### src/lpw_pkg.sv
// shared constants for the log page write link
package lpw_pkg;
  localparam logic [7:0]  OPC_PIO_WRITE  = 8'h3F;
  localparam logic [7:0]  OPC_DMA_WRITE  = 8'h57;
  localparam logic [9:0]  WORDS_PER_SEC  = 10'h100;
  localparam logic [15:0] SECTOR_BYTES   = 16'h0200;
  localparam logic [7:0]  LOG_COUNT      = 8'h04;
  localparam logic [7:0]  BLOCK_SECTORS  = 8'h01;
  // error register bit positions
  localparam int ERR_CRC           = 7;
  localparam int ERR_UNCORRECTABLE = 6;
  localparam int ERR_ID_NOT_FOUND  = 4;
  localparam int ERR_ABORTED       = 2;
  // status register bit positions
  localparam int ST_BSY       = 7;
  localparam int ST_RDY       = 6;
  localparam int ST_FAULT     = 5;
  localparam int ST_SEEK_DONE = 4;
  localparam int ST_DRQ       = 3;
  localparam int ST_CORRECTED = 2;
  localparam int ST_ERR       = 0;
  // host wishbone register indices (word address bits 4:2)
  localparam logic [2:0] REG_CTRL     = 3'h0;
  localparam logic [2:0] REG_COUNT    = 3'h1;
  localparam logic [2:0] REG_LOG      = 3'h2;
  localparam logic [2:0] REG_PAGE     = 3'h3;
  localparam logic [2:0] REG_DATA     = 3'h4;
  localparam logic [2:0] REG_RESULT   = 3'h5;
  localparam logic [2:0] REG_IRQ_STAT = 3'h6;
  localparam logic [2:0] REG_IRQ_MASK = 3'h7;
  // interrupt status bits
  localparam int IRQ_DONE = 0;
  localparam int IRQ_BLK  = 1;
  localparam int IRQ_WREQ = 2;
  localparam logic [2:0] IRQ_ALL = 3'h7;
endpackage : lpw_pkg

### src/lpw_if.sv
// command block link between host adapter and drive
`timescale 1ns/100ps
`default_nettype none
interface lpw_if;
  logic        cmd_valid;
  logic [7:0]  cmd_opcode;
  logic [7:0]  count_cur;
  logic [7:0]  count_prev;
  logic [7:0]  log_addr;
  logic [7:0]  page_cur;
  logic [7:0]  page_prev;
  logic        data_valid;
  logic [15:0] data_word;
  logic        data_crc_err;
  logic        drq;
  logic        intrq;
  logic        done;
  logic [7:0]  error_reg;
  logic [7:0]  status_reg;
  modport host (output cmd_valid, cmd_opcode, count_cur, count_prev, log_addr,
                page_cur, page_prev, data_valid, data_word, data_crc_err,
                input drq, intrq, done, error_reg, status_reg);
  modport dev  (input cmd_valid, cmd_opcode, count_cur, count_prev, log_addr,
                page_cur, page_prev, data_valid, data_word, data_crc_err,
                output drq, intrq, done, error_reg, status_reg);
endinterface : lpw_if
`default_nettype wire

### src/lpw_dev.sv
// drive end: checks log write commands and stores sector data
`timescale 1ns/100ps
`default_nettype none
//
// Function
// - opcode 3Fh selects programmed log write
// - opcode 57h selects DMA log write
// - DMA variant shares all checks, storage
// - accept count sectors of 512 bytes
// - interrupt once per programmed data block
// - host splits count low, high bytes
// - abort when count exceeds directory pages
// - store starting at host start page
// - host puts log address in sector number
// - abort writes to read-only logs
// - host splits start page low, high
// - abort when log feature not enabled
// - abort on invalid count, log, page
module lpw_dev
  import lpw_pkg::*;
(
  input  wire logic        clock_in,
  input  wire logic        srst_in,
  input  wire logic        ce_in,
  lpw_if.dev               lnk,
  input  wire logic [31:0] log_pages_in,
  input  wire logic [3:0]  log_writable_in,
  input  wire logic [3:0]  log_enabled_in,
  output logic             wr_valid_out,
  output logic [7:0]       wr_log_out,
  output logic [15:0]      wr_page_out,
  output logic [7:0]       wr_word_out,
  output logic [15:0]      wr_data_out
);
  typedef enum logic [1:0] {
    DS_IDLE = 2'b00,
    DS_XFER = 2'b01,
    DS_DONE = 2'b10
  } lpw_dstate_t;

  lpw_dstate_t  state_q;
  logic         dma_q;
  logic [15:0]  left_q;
  logic [15:0]  page_q;
  logic [7:0]   word_q;
  logic [7:0]   log_q;
  logic         crc_q;
  logic         drq_q;
  logic         intrq_q;
  logic         done_q;
  logic [7:0]   err_q;
  logic [7:0]   stat_q;
  logic [15:0]  count_w;
  logic [15:0]  start_w;
  logic         known_w;
  logic         abort_w;
  logic         last_word_w;

  function automatic logic [7:0] dir_pages(input logic [31:0] tbl, input logic [7:0] idx);
    dir_pages = tbl[idx[1:0]*8 +: 8];
  endfunction : dir_pages

  assign count_w = {lnk.count_prev, lnk.count_cur};
  assign start_w = {lnk.page_prev, lnk.page_cur};
  assign known_w = (lnk.cmd_opcode == OPC_PIO_WRITE) || (lnk.cmd_opcode == OPC_DMA_WRITE);
  always_comb begin
    abort_w = 1'b0;
    if (lnk.log_addr >= LOG_COUNT || count_w == 16'h0000)
      abort_w = 1'b1;
    else if (!log_enabled_in[lnk.log_addr[1:0]])
      abort_w = 1'b1;
    else if (!log_writable_in[lnk.log_addr[1:0]])
      abort_w = 1'b1;
    else if (count_w > {8'h00, dir_pages(log_pages_in, lnk.log_addr)})
      abort_w = 1'b1;
    else if ({1'b0, start_w} + {1'b0, count_w} >
             {9'h000, dir_pages(log_pages_in, lnk.log_addr)})
      abort_w = 1'b1;
  end
  assign last_word_w = ({2'b00, word_q} == WORDS_PER_SEC - 10'h001);

  // command sequencing
  always_ff @(posedge clock_in) begin
    if (srst_in) begin
      state_q <= DS_IDLE;
      dma_q   <= 1'b0;
      left_q  <= 16'h0000;
      page_q  <= 16'h0000;
      word_q  <= 8'h00;
      log_q   <= 8'h00;
      crc_q   <= 1'b0;
    end else if (ce_in) begin
      unique case (state_q)
        DS_IDLE: begin
          crc_q <= 1'b0;
          if (lnk.cmd_valid) begin
            if (known_w && !abort_w) begin
              state_q <= DS_XFER;
              dma_q   <= (lnk.cmd_opcode == OPC_DMA_WRITE);
              left_q  <= count_w;
              page_q  <= start_w;
              log_q   <= lnk.log_addr;
              word_q  <= 8'h00;
            end else begin
              state_q <= DS_DONE;
            end
          end
        end
        DS_XFER: begin
          if (lnk.data_valid) begin
            if (lnk.data_crc_err && dma_q)
              crc_q <= 1'b1;
            word_q <= word_q + 8'h01;
            if (last_word_w) begin
              word_q <= 8'h00;
              page_q <= page_q + 16'h0001;
              left_q <= left_q - 16'h0001;
              if (left_q == 16'h0001)
                state_q <= DS_DONE;
            end
          end
        end
        DS_DONE: state_q <= DS_IDLE;
        default: state_q <= DS_IDLE;
      endcase
    end
  end

  // storage write port
  always_ff @(posedge clock_in) begin
    if (srst_in) begin
      wr_valid_out <= 1'b0;
      wr_log_out   <= 8'h00;
      wr_page_out  <= 16'h0000;
      wr_word_out  <= 8'h00;
      wr_data_out  <= 16'h0000;
    end else if (ce_in) begin
      wr_valid_out <= (state_q == DS_XFER) && lnk.data_valid;
      wr_log_out   <= log_q;
      wr_page_out  <= page_q;
      wr_word_out  <= word_q;
      wr_data_out  <= lnk.data_word;
    end
  end

  // link handshake outputs
  always_ff @(posedge clock_in) begin
    if (srst_in) begin
      drq_q   <= 1'b0;
      intrq_q <= 1'b0;
      done_q  <= 1'b0;
    end else if (ce_in) begin
      drq_q   <= (state_q == DS_XFER) && !(lnk.data_valid && last_word_w && left_q == 16'h0001);
      done_q  <= (state_q == DS_DONE);
      intrq_q <= (state_q == DS_XFER && lnk.data_valid && last_word_w && !dma_q)
                 || (state_q == DS_DONE && dma_q);
    end
  end

  // result registers
  always_ff @(posedge clock_in) begin
    if (srst_in) begin
      err_q  <= 8'h00;
      stat_q <= 8'h00;
    end else if (ce_in) begin
      if (state_q == DS_IDLE && lnk.cmd_valid) begin
        err_q <= 8'h00;
        stat_q[ST_BSY] <= 1'b1;
        if (!known_w || abort_w)
          err_q[ERR_ABORTED] <= 1'b1;
      end else if (state_q == DS_DONE) begin
        if (crc_q)
          err_q[ERR_CRC] <= 1'b1;
        stat_q[ST_BSY] <= 1'b0;
        stat_q[ST_FAULT]     <= 1'b0;
        stat_q[ST_CORRECTED] <= 1'b0;
        stat_q[ST_DRQ]       <= 1'b0;
        stat_q[ST_RDY]       <= 1'b1;
        stat_q[ST_SEEK_DONE] <= 1'b1;
        stat_q[ST_ERR] <= (err_q != 8'h00) || crc_q;
      end else begin
        stat_q[ST_DRQ] <= drq_q;
      end
    end
  end

  assign lnk.drq        = drq_q;
  assign lnk.intrq      = intrq_q;
  assign lnk.done       = done_q;
  assign lnk.error_reg  = err_q;
  assign lnk.status_reg = stat_q;
endmodule : lpw_dev
`default_nettype wire

### src/flat_wrapper.sv
// flat-port wrapper written by rule: the top's interface ports become plain ports
module lpw_dev_flat import lpw_pkg::*;
  (clock_in, srst_in, ce_in, log_pages_in, log_writable_in, log_enabled_in, wr_valid_out, wr_log_out, wr_page_out, wr_word_out, wr_data_out, lnk_cmd_valid, lnk_cmd_opcode, lnk_count_cur, lnk_count_prev, lnk_log_addr, lnk_page_cur, lnk_page_prev, lnk_data_valid, lnk_data_word, lnk_data_crc_err, lnk_drq, lnk_intrq, lnk_done, lnk_error_reg, lnk_status_reg);
  lpw_if lnk_i ();
  input  wire logic clock_in;
  input  wire logic srst_in;
  input  wire logic ce_in;
  input  wire logic [31:0] log_pages_in;
  input  wire logic [3:0] log_writable_in;
  input  wire logic [3:0] log_enabled_in;
  output logic wr_valid_out;
  output logic [7:0] wr_log_out;
  output logic [15:0] wr_page_out;
  output logic [7:0] wr_word_out;
  output logic [15:0] wr_data_out;
  input wire logic [$bits(lnk_i.cmd_valid)-1:0] lnk_cmd_valid;
  input wire logic [$bits(lnk_i.cmd_opcode)-1:0] lnk_cmd_opcode;
  input wire logic [$bits(lnk_i.count_cur)-1:0] lnk_count_cur;
  input wire logic [$bits(lnk_i.count_prev)-1:0] lnk_count_prev;
  input wire logic [$bits(lnk_i.log_addr)-1:0] lnk_log_addr;
  input wire logic [$bits(lnk_i.page_cur)-1:0] lnk_page_cur;
  input wire logic [$bits(lnk_i.page_prev)-1:0] lnk_page_prev;
  input wire logic [$bits(lnk_i.data_valid)-1:0] lnk_data_valid;
  input wire logic [$bits(lnk_i.data_word)-1:0] lnk_data_word;
  input wire logic [$bits(lnk_i.data_crc_err)-1:0] lnk_data_crc_err;
  output wire logic [$bits(lnk_i.drq)-1:0] lnk_drq;
  output wire logic [$bits(lnk_i.intrq)-1:0] lnk_intrq;
  output wire logic [$bits(lnk_i.done)-1:0] lnk_done;
  output wire logic [$bits(lnk_i.error_reg)-1:0] lnk_error_reg;
  output wire logic [$bits(lnk_i.status_reg)-1:0] lnk_status_reg;
  assign lnk_i.cmd_valid = lnk_cmd_valid;
  assign lnk_i.cmd_opcode = lnk_cmd_opcode;
  assign lnk_i.count_cur = lnk_count_cur;
  assign lnk_i.count_prev = lnk_count_prev;
  assign lnk_i.log_addr = lnk_log_addr;
  assign lnk_i.page_cur = lnk_page_cur;
  assign lnk_i.page_prev = lnk_page_prev;
  assign lnk_i.data_valid = lnk_data_valid;
  assign lnk_i.data_word = lnk_data_word;
  assign lnk_i.data_crc_err = lnk_data_crc_err;
  assign lnk_drq = lnk_i.drq;
  assign lnk_intrq = lnk_i.intrq;
  assign lnk_done = lnk_i.done;
  assign lnk_error_reg = lnk_i.error_reg;
  assign lnk_status_reg = lnk_i.status_reg;
  lpw_dev u_core (.clock_in(clock_in), .srst_in(srst_in), .ce_in(ce_in), .lnk(lnk_i), .log_pages_in(log_pages_in), .log_writable_in(log_writable_in), .log_enabled_in(log_enabled_in), .wr_valid_out(wr_valid_out), .wr_log_out(wr_log_out), .wr_page_out(wr_page_out), .wr_word_out(wr_word_out), .wr_data_out(wr_data_out));
endmodule
### config.mk
export PLATFORM = sky130hd
export DESIGN_NAME = lpw_dev_flat
export DESIGN_NICKNAME = d
export VERILOG_FILES = /design/src/lpw_pkg.sv /design/src/lpw_if.sv /design/src/lpw_dev.sv /design/src/flat_wrapper.sv
export SDC_FILE = /design/constraint.sdc
export NUM_CORES = 1
export LEC_CHECK = 0
export ABC_AREA = 1
export BUFFER_PORTS_ARGS = -buffer_cell sky130_fd_sc_hd__buf_2
export CAP_MARGIN = 40
export CORE_MARGIN = 1
export CORE_UTILIZATION = 50
export DETAILED_ROUTE_END_ITERATION = 8
export PLACE_DENSITY = 0.79
export SLEW_MARGIN = 20
export SYNTH_ARGS = -nofsm -noshare
export SYNTH_HDL_FRONTEND = slang
export SYNTH_SLANG_ARGS = --single-unit
### constraint.sdc
create_clock -name clock_in -period 3.38 [get_ports clock_in]
set_clock_uncertainty 0.15 [all_clocks]
set_input_delay 0.338 -clock clock_in [delete_from_list [all_inputs] [get_ports clock_in]]
set_output_delay 0.338 -clock clock_in [all_outputs]
set_load 0.02 [all_outputs]
==> results of run 1 <==
==> logic make-up after synthesis <==
| kind of cell | synth area share (%) |
|---|---|
| simple gates | 33.29 |
| flops | 31.45 |
| compound gates | 13.29 |
| fa+ha+maj | 6.718 |
| buf+inv | 11.35 |
| other cells | 0.05355 |
| xor+xnor | 3.002 |
| mux | 0.8576 |
==> worst register-to-register path, delay by kind of cell, from the launching register on <==
family,cells,cell delay (ps)
and+or+nand+nor,6,1010
AOI/OAI and AO/OA,1,80
buffers and inverters,4,800
adders and majority gates,1,200
DFF,1,420
==> power by group <==
part           leakage (uW)  switching [uW]  internal (uW)
registers          0.000899            57.6           1390
logic               0.00344             774            439
clock network      0.000156             482            672
total               0.00449            1310           2500
==> final timing paths <==
check / cells after the start / from / end
worst max-delay path: 24 / lnk_page_cur[0] / u_core.left_q[0]$_SDFFE_PP0P_
worst min-delay path: 3 / lnk_data_word[15] / u_core.wr_data_out[15]$_SDFFE_PP0P_
worst max register to register: 12 / u_core.word_q[0]$_SDFFE_PP0P_ / u_core.left_q[0]$_SDFFE_PP0P_
worst min register to register: 2 / u_core.log_q[7]$_SDFFE_PP0P_ / u_core.log_q[7]$_SDFFE_PP0P_
==> area by class of cell <==
class / instances / area, um2 / area share, %
clock buffer: 11 / 242.7 / 2.876
tap: 176 / 220.2 / 2.609
sequential: 110 / 2202 / 26.09
inverter: 140 / 525.5 / 6.226
multi-input combinational: 816 / 4051 / 48.00
clock inverter: 5 / 81.33 / 0.9635
timing repair buffer: 197 / 1117 / 13.24
==> layer usage <==
layer | vias up | wire length [um]
met5 | - | 0
li1 | 3864 | -
met3 | 36 | 1144
met2 | 227 | 9005
met1 | 3317 | 8651
met4 | 0 | 449
==> synthesized netlist by cell type <==
master / count
xor2_1: 21
nand4_1: 23
or3_1: 1
mux2i_1: 6
a211oi_1: 1
nand2_1: 278
inv_2: 4
buf_4: 10
clkbuf_1: 33
nor4_1: 3
o22ai_1: 4
nand3_4: 1
clkinv_1: 2
buf_2: 5
xnor2_1: 3
ha_1: 36
o31ai_1: 3
o21a_1: 3
and2_1: 4
nor2_1: 181
buf_1: 3
a22oi_1: 1
nand3b_1: 2
a31oi_1: 2
dfxtp_1: 110
or2_2: 1
nor3_1: 16
nand2_2: 1
o211a_1: 1
conb_1: 1
nor3b_1: 1
a21oi_1: 65
buf_6: 3
a21boi_0: 1
inv_1: 134
fa_1: 1
nor2_2: 1
o21ai_0: 82
a32o_1: 7
nand3_1: 55
o21ai_1: 2
==> per-stage QoR <==
step	worst slack, ps	hold WS (ps)	TNS [ps]	instance area (um2)
2_1_floorplan	362.1	284.9	0	7033
3_3_place_gp	29.02	293.3	0	8018
3_5_place_dp	-127.1	297.5	-2184	8018
4_1_cts	239.4	42.52	0	8342
5_1_grt	-12.03	64.11	-24.03	8441
6_report	227.5	56.67	0	8441
==> repair_timing <==
item / 4_1_cts / 5_1_grt
buffers inserted: 0 / 3
gates resized for setup: 0 / 9
setup endpoints to repair: 0 / 41
==> flow_summary.json, run 1 <==
{
  "hpwl_um": 14240,
  "fin_util_pct": 62.74,
  "synth_cells": 1112,
  "num_rows": 42,
  "yosysTopAreaCell": "dfxtp_1",
  "critPathTopFamily": "simple AND/OR/NAND/NOR gates",
  "via_per_inst": 5.116,
  "totalWireLength_um": 19250,
  "cp_slowest_stage_delay_ps": 350,
  "die-height_um": 120.3,
  "final_cell_mix": "276 x nand2_1, 181 x nor2_1, 168 x buf_2, 132 x inv_1, 110 x dfxtp_1",
  "r2r_slack_ps": 620,
  "synth_top_area_share_pct": 31.45,
  "drtPass1Iterations": 5,
  "critPathBufInv": 4,
  "ys.warnings.count": 0,
  "p_total_uw": 3813,
  "fin_crit_sh_pct": 93.27,
  "ir_drop_mv": 0.2970,
  "critical_path_class": "primary input to flip-flop",
  "io_pins": 178,
  "dieArea_um2": 14480,
  "ys_ff_latch": 110,
  "hold_path_class": "primary input to flip-flop",
  "crit_chain": "buf_2, ha_2, inv_1, fa_2, inv_2, nand3_1, nand3_2, xor2_1, ha_1, nand2_2, nor2_1, nand2_1, nand3_1, nand2_1, nand2_1, nand2_1, a21boi_0, nor2_1, nand3_1, nand2_2, nand3_4, clkbuf_16, nand3_1, o21ai_1",
  "final_cells": 1455,
  "power.density_nw_per_um2": 451.8,
  "tightest_slew_ps": 843.7,
  "cts.sinks": 110,
  "wl_per_cell_um": 13.23,
  "clk_latency_ps": 360,
  "antenna_found_initial": 0,
  "worst_setup_path_start_kind": "primary input",
  "h-tree-depth": 3,
  "die_width_um": 120.3,
  "area_growth_pct": 20.53,
  "coreArea_um2": 13450,
  "drcViolationCount": 0,
  "met3_usage_pct": 4.670,
  "dr.first_iter.drc_count": 539,
  "cts_root_buf": "clkbuf_16",
  "cts_tree": "yes",
  "grt_pass1_wl_um": 31070,
  "drv_slew": 0,
  "grtUsageMet1_pct": 34.01,
  "diodes": 0,
  "finalHoldViolCount": 0,
  "grt_use_total_pct": 26.56,
  "dp.cells": 1434,
  "yosysSeqAreaShare_pct": 31.45,
  "status": "complete, no violations",
  "grt_max_degree": 71,
  "finalCriticalPeriod_ps": 3153,
  "hold_buffers": 0,
  "fin_nets": 1421,
  "top_usage_layer": "met2",
  "drive_gt1_share_pct": 17.75,
  "start_util_pct": 52.06,
  "max-cap-violations": 0,
  "final_common_cell": "nand2_1",
  "syn_avg_cell_area_um2": 6.298,
  "cpMaxStageDelayCell": "fa_2",
  "power.leakage_uw": 0.004492,
  "grt_pass1_vias": 6622,
  "fillers": 1286,
  "slew_headroom_pct": 43.54,
  "grt_overflow": 0,
  "ant_nets": 0,
  "cts_buffer_depth": 2,
  "ys_types": 41,
  "worst_ep_required_time_ps": 3470,
  "synth_area_um2": 7003,
  "cp.arrival_ps": 3250,
  "finalSetupViolCount": 0,
  "met2_usage_pct": 44.58,
  "gp_congestion": 0.8972,
  "cts_inserted_buffers": 9,
  "vias": 7444,
  "cp-end-kind": "flip-flop",
  "clkTransAtPathRegs_ps": 70,
  "io_buffers": 168,
  "path_max_fanout": 14,
  "max_freq_mhz": 317.2,
  "synth.area.top_cells": "dfxtp_1 31%, nand2_1 15%, nor2_1 9.7%, inv_1 7.2%, ha_1 6.4%"
}
No activity file was read; power rests on OpenSTA's default activity.
==> run 2: changes to the inputs <==
--- a/config.mk
+++ b/config.mk
@@ -8,6 +8,7 @@
 export ABC_AREA = 1
 export BUFFER_PORTS_ARGS = -buffer_cell sky130_fd_sc_hd__buf_2
 export CAP_MARGIN = 40
+export CORE_ASPECT_RATIO = 1.1
 export CORE_MARGIN = 1
 export CORE_UTILIZATION = 50
 export DETAILED_ROUTE_END_ITERATION = 8
==> flow_summary.json, run 2 (same netlist as run 1, synthesis figures left out) <==
{
  "status": "complete, no violations",
  "p_total_uw": 3674,
  "finalHoldViolCount": 0,
  "grt_max_degree": 71,
  "postCtsSetupBuffers": 0,
  "dr.first_iter.drc_count": 450,
  "fin_util_pct": 60.61,
  "wl_per_cell_um": 12.78,
  "tightest_slew_ps": 661.6,
  "cts_buffer_depth": 2,
  "totalWireLength_um": 18670,
  "power.leakage_uw": 0.004426,
  "grt_pass1_vias": 6574,
  "drcViolationCount": 0,
  "drtPass1Iterations": 5,
  "io_pins": 178,
  "io_buffers": 168,
  "num_rows": 45,
  "rsz0062_at_grt": "no",
  "die-height_um": 126.1,
  "via_per_inst": 5.050,
  "antenna_found_initial": 1,
  "grt_pass1_wl_um": 30390,
  "dpl_cell_area_um2": 8023,
  "cts_root_buf": "clkbuf_16",
  "die_width_um": 114.8,
  "vias": 7378,
  "power.internal_uw": 2325,
  "ant_nets": 0,
  "fillers": 1362,
  "grt_use_total_pct": 26.14,
  "clkTransAtPathRegs_ps": 80,
  "drive_gt1_share_pct": 16.90,
  "cts_inserted_buffers": 9,
  "hold_path_class": "primary input to flip-flop",
  "dieArea_um2": 14480,
  "cp.arrival_ps": 3150,
  "combPwrFrac_pct": 32.3,
  "cts.sinks": 110,
  "path_max_fanout": 9,
  "finalCriticalPeriod_ps": 3056,
  "ir_drop_mv": 0.2958,
  "h-tree-depth": 3,
  "switchingPower_uw": 1349,
  "cts_tree": "yes",
  "final_cell_mix": "278 x nand2_1, 180 x nor2_1, 168 x buf_2, 133 x inv_1, 110 x dfxtp_1",
  "grt_overflow": 0,
  "gp_congestion": 0.8937,
  "finalSetupViolCount": 0,
  "max_freq_mhz": 327.2,
  "critical_path_class": "primary input to flip-flop",
  "slew_headroom_pct": 55.83,
  "max-cap-violations": 0,
  "coreArea_um2": 13740,
  "clk_latency_ps": 360,
  "area_growth_pct": 18.90,
  "worst_setup_path_start_kind": "primary input",
  "worst_ep_required_time_ps": 3470,
  "final_common_cell": "nand2_1",
  "power.density_nw_per_um2": 441.3,
  "start_util_pct": 50.97,
  "drv_slew": 0,
  "final_cell_area_um2": 8327,
  "fin_crit_sh_pct": 90.41,
  "fin_nets": 1414,
  "p_clk_share_pct": 28.4,
  "sw_frac_of_total_pct": 36.72,
  "hpwl_um": 14040,
  "power_frac_seq_pct": 39.3,
  "cp-end-kind": "flip-flop"
}
-- run 2: worst max-delay path, stage by stage --
cell and delay (ps):
buf_2 90, ha_1 160, inv_1 60, fa_1 390, inv_1 110, nand3_1 80, nand3_1 120, xor2_1 170
ha_1 260, nand2_1 100, inv_1 40, nand2_1 60, nand3_1 70, nand2_1 60, nand2_1 40, nand2_1 50
a21boi_0 70, nor2_1 120, nand3_1 120, nand2_2 160, nand2_1 210, o21ai_0 210, nor2_1 50
-- run 2: per-stage QoR --
stage	setup slack (ps)	std cells	hold WS (ps)	setup TNS, ps
after floorplan	362.1	1120	284.9	0
after global placement	69.30	1443	298.9	0
after detailed placement	-29.15	1443	299.0	-110.2
after CTS	345.7	1459	37.78	0
after global routing	12.25	1460	41.64	0
final	324.2	1461	42.84	0
-- run 2: power by group through the flow --
stage	logic, uW	clock network [uW]	registers (uW)
finish	1190	1040	1440
global route	1340	1100	1460
CTS	1170	1060	1440
detailed placement	1160	0	1470
global placement	1140	0	1470
floorplan	782	0	1520
-- run 2: area by class of cell --
type / instances / area, um2 / area share [%]
Multi-Input combinational cell: 816 / 4039 / 48.50
Tap cell: 188 / 235.2 / 2.825
Timing Repair Buffer: 190 / 1031 / 12.38
Antenna cell: 1 / 2.502 / 0.03005
Sequential cell: 110 / 2202 / 26.45
Inverter: 140 / 525.5 / 6.311
Clock buffer: 10 / 229.0 / 2.750
Clock inverter: 6 / 62.56 / 0.7513
-- run 2: final timing paths --
| check | slack [ps] | start | cells past startpoint | endpoint |
|---|---|---|---|---|
| worst max-delay path | 320 | lnk_page_cur[0] | 23 | u_core.word_q[4]$_SDFFE_PP0P_ |
| worst min-delay path | 40 | lnk_data_word[0] | 3 | u_core.wr_data_out[0]$_SDFFE_PP0P_ |
| worst max register to register | 800 | u_core.word_q[0]$_SDFFE_PP0P_ | 12 | u_core.page_q[13]$_SDFFE_PP0P_ |
| worst min register to register | 310 | u_core.log_q[3]$_SDFFE_PP0P_ | 2 | u_core.log_q[3]$_SDFFE_PP0P_ |
-- run 2: timing repair --
action                                  in CTS  in global routing
endpoints found under the setup margin       0                  5
gates resized for setup                      0                  1
hold endpoints to repair                     0                  0
hold buffers                                 0                  0
-- run 2: metal layers --
layer,vias up,GRT usage [%],share of wire (%)
met1,3270,34.39,45
met5,-,0,0
li1,3849,-,-
met4,0,10.01,2.3
met2,223,42.88,47
met3,36,3.946,5.8
==> run 3: changes to the inputs <==
--- a/config.mk
+++ b/config.mk
@@ -6,13 +6,13 @@
 export NUM_CORES = 1
 export LEC_CHECK = 0
 export ABC_AREA = 1
-export BUFFER_PORTS_ARGS = -buffer_cell sky130_fd_sc_hd__buf_2
+export BUFFER_PORTS_ARGS = -buffer_cell sky130_fd_sc_hd__buf_4
 export CAP_MARGIN = 40
 export CORE_ASPECT_RATIO = 1.1
 export CORE_MARGIN = 1
-export CORE_UTILIZATION = 50
+export CORE_UTILIZATION = 25
 export DETAILED_ROUTE_END_ITERATION = 8
-export PLACE_DENSITY = 0.79
+export PLACE_DENSITY = 0.47
 export SLEW_MARGIN = 20
 export SYNTH_ARGS = -nofsm -noshare
 export SYNTH_HDL_FRONTEND = slang
==> flow_summary.json, run 3 (same netlist as run 1, synthesis figures left out) <==
{
  "status": "complete, no violations",
  "power_frac_seq_pct": 38.1,
  "h-tree-depth": 3,
  "clkTransAtPathRegs_ps": 80,
  "dr.first_iter.drc_count": 343,
  "vias": 7206,
  "cpMaxStageDelayCell": "fa_1",
  "multi_input_area_um2": 4049,
  "grt_pass1_wl_um": 34880,
  "antenna_found_initial": 0,
  "critPathTopFamily": "simple AND/OR/NAND/NOR gates",
  "combPwrFrac_pct": 33.5,
  "fillers": 3054,
  "cts_tree": "yes",
  "dieArea_um2": 28690,
  "dp.cells": 1618,
  "ant_nets": 0,
  "cts_inserted_buffers": 9,
  "fin_crit_sh_pct": 90.75,
  "num_rows": 63,
  "cts_buffer_depth": 2,
  "tightest_slew_ps": 768.9,
  "hpwl_um": 16810,
  "ir_drop_mv": 0.2301,
  "clk_latency_ps": 360,
  "hp-start": "lnk_data_word[12]",
  "die-height_um": 177.5,
  "coreArea_um2": 27270,
  "worst_ep_required_time_ps": 3530,
  "final_common_cell": "nand2_1",
  "worst_setup_path_start_kind": "primary input",
  "power.leakage_uw": 0.004561,
  "finalCriticalPeriod_ps": 3067,
  "cts_root_buf": "clkbuf_16",
  "final-seq-area_um2": 2202,
  "p_clk_share_pct": 28.4,
  "cp_slowest_stage_delay_ps": 390,
  "rsz0062_at_grt": "no",
  "grt_overflow": 0,
  "totalWireLength_um": 22040,
  "wl_per_cell_um": 13.49,
  "drcViolationCount": 0,
  "r2r_start": "u_core.word_q[0]$_SDFFE_PP0P_",
  "cp-end-kind": "flip-flop",
  "critical_path_class": "primary input to flip-flop",
  "cp.arrival_ps": 3220,
  "drive_gt1_share_pct": 17.31,
  "final_cell_area_um2": 9014,
  "finalSetupViolCount": 0,
  "hold_buffers": 0,
  "final_cells": 1634,
  "max_freq_mhz": 326.0,
  "power.density_nw_per_um2": 421.1,
  "power.internal_uw": 2396,
  "critPathBufInv": 4,
  "max-cap-violations": 0,
  "grt_use_total_pct": 15.38,
  "io_buffers": 168,
  "switchingPower_uw": 1399,
  "path_max_fanout": 25,
  "final_cell_mix": "278 x nand2_1, 192 x buf_4, 180 x nor2_1, 133 x inv_1, 110 x dfxtp_1",
  "drv_slew": 0,
  "worstSetupStartpoint": "lnk_page_cur[0]",
  "gp_congestion": 0.8590,
  "start_util_pct": 25.68,
  "p_total_uw": 3796,
  "cts.sinks": 110,
  "sw_frac_of_total_pct": 36.86,
  "grt_pass1_vias": 6742,
  "die_width_um": 161.6,
  "via_per_inst": 4.410,
  "finalHoldViolCount": 0,
  "grt_max_degree": 71,
  "fin_nets": 1419,
  "diodes": 0,
  "area_growth_pct": 28.71,
  "io_pins": 178,
  "drtPass1Iterations": 5,
  "hold_path_class": "primary input to flip-flop",
  "crit_top_cell": "nand2_1",
  "slew_headroom_pct": 48.55,
  "dpl_cell_area_um2": 8712
}
==> run 3: path summary, 6_finish.rpt <==
check | endpoint | slack, ps | cells after the start
setup / recovery | u_core.page_q[2]$_SDFFE_PP0P_ | 310 | 25
hold / removal | u_core.wr_data_out[12]$_SDFFE_PP0P_ | 40 | 3
setup reg to reg | u_core.page_q[2]$_SDFFE_PP0P_ | 690 | 13
hold reg to reg | u_core.log_q[6]$_SDFFE_PP0P_ | 310 | 2
==> run 3: repair_timing <==
item	in CTS	in global routing
setup buffers	0	0
setup endpoints to repair	0	10
resized for setup	0	4
==> run 3: layer usage <==
metal  GRT usage, %  wire (um)
met1          20.53      10660
met2          25.41      10100
met3          2.337        971
met4          4.638        305
met5              0          0
==> run 3: tightest hold or removal path, cell delays in order <==
cell and delay, ps:
buf_4 80, nor2_1 30, nor2_1 80
==> run 3: area by class of cell <==
cell class	instances	share of cell area [%]
Sequential cell	110	24.43
Inverter	140	5.830
Timing Repair Buffer	195	16.66
Tap cell	357	4.956
Clock buffer	10	2.540
Clock inverter	6	0.6663
Multi-Input combinational cell	816	44.92
==> run 3: power by group through the flow <==
stage | registers, uW | clock network [uW] | logic [uW]
after detailed placement | 1480 | 0 | 1280
after global placement | 1480 | 0 | 1270
final | 1450 | 1080 | 1270
after floorplan | 1520 | 0 | 782
after global routing | 1460 | 1160 | 1450
after CTS | 1450 | 1110 | 1280
==> run 3: metrics by stage <==
step | util, % | hold slack (ps) | setup slack, ps | TNS, ps
CTS | 33.00 | 29.48 | 269.8 | 0
finish | 33.05 | 42.53 | 312.6 | 0
detailed placement | 31.94 | 298.6 | -102.1 | -2927
global placement | 31.94 | 298.4 | -2.001 | -2.001
global route | 33.05 | 33.43 | 7.690 | 0
floorplan | - | 284.9 | 362.1 | 0
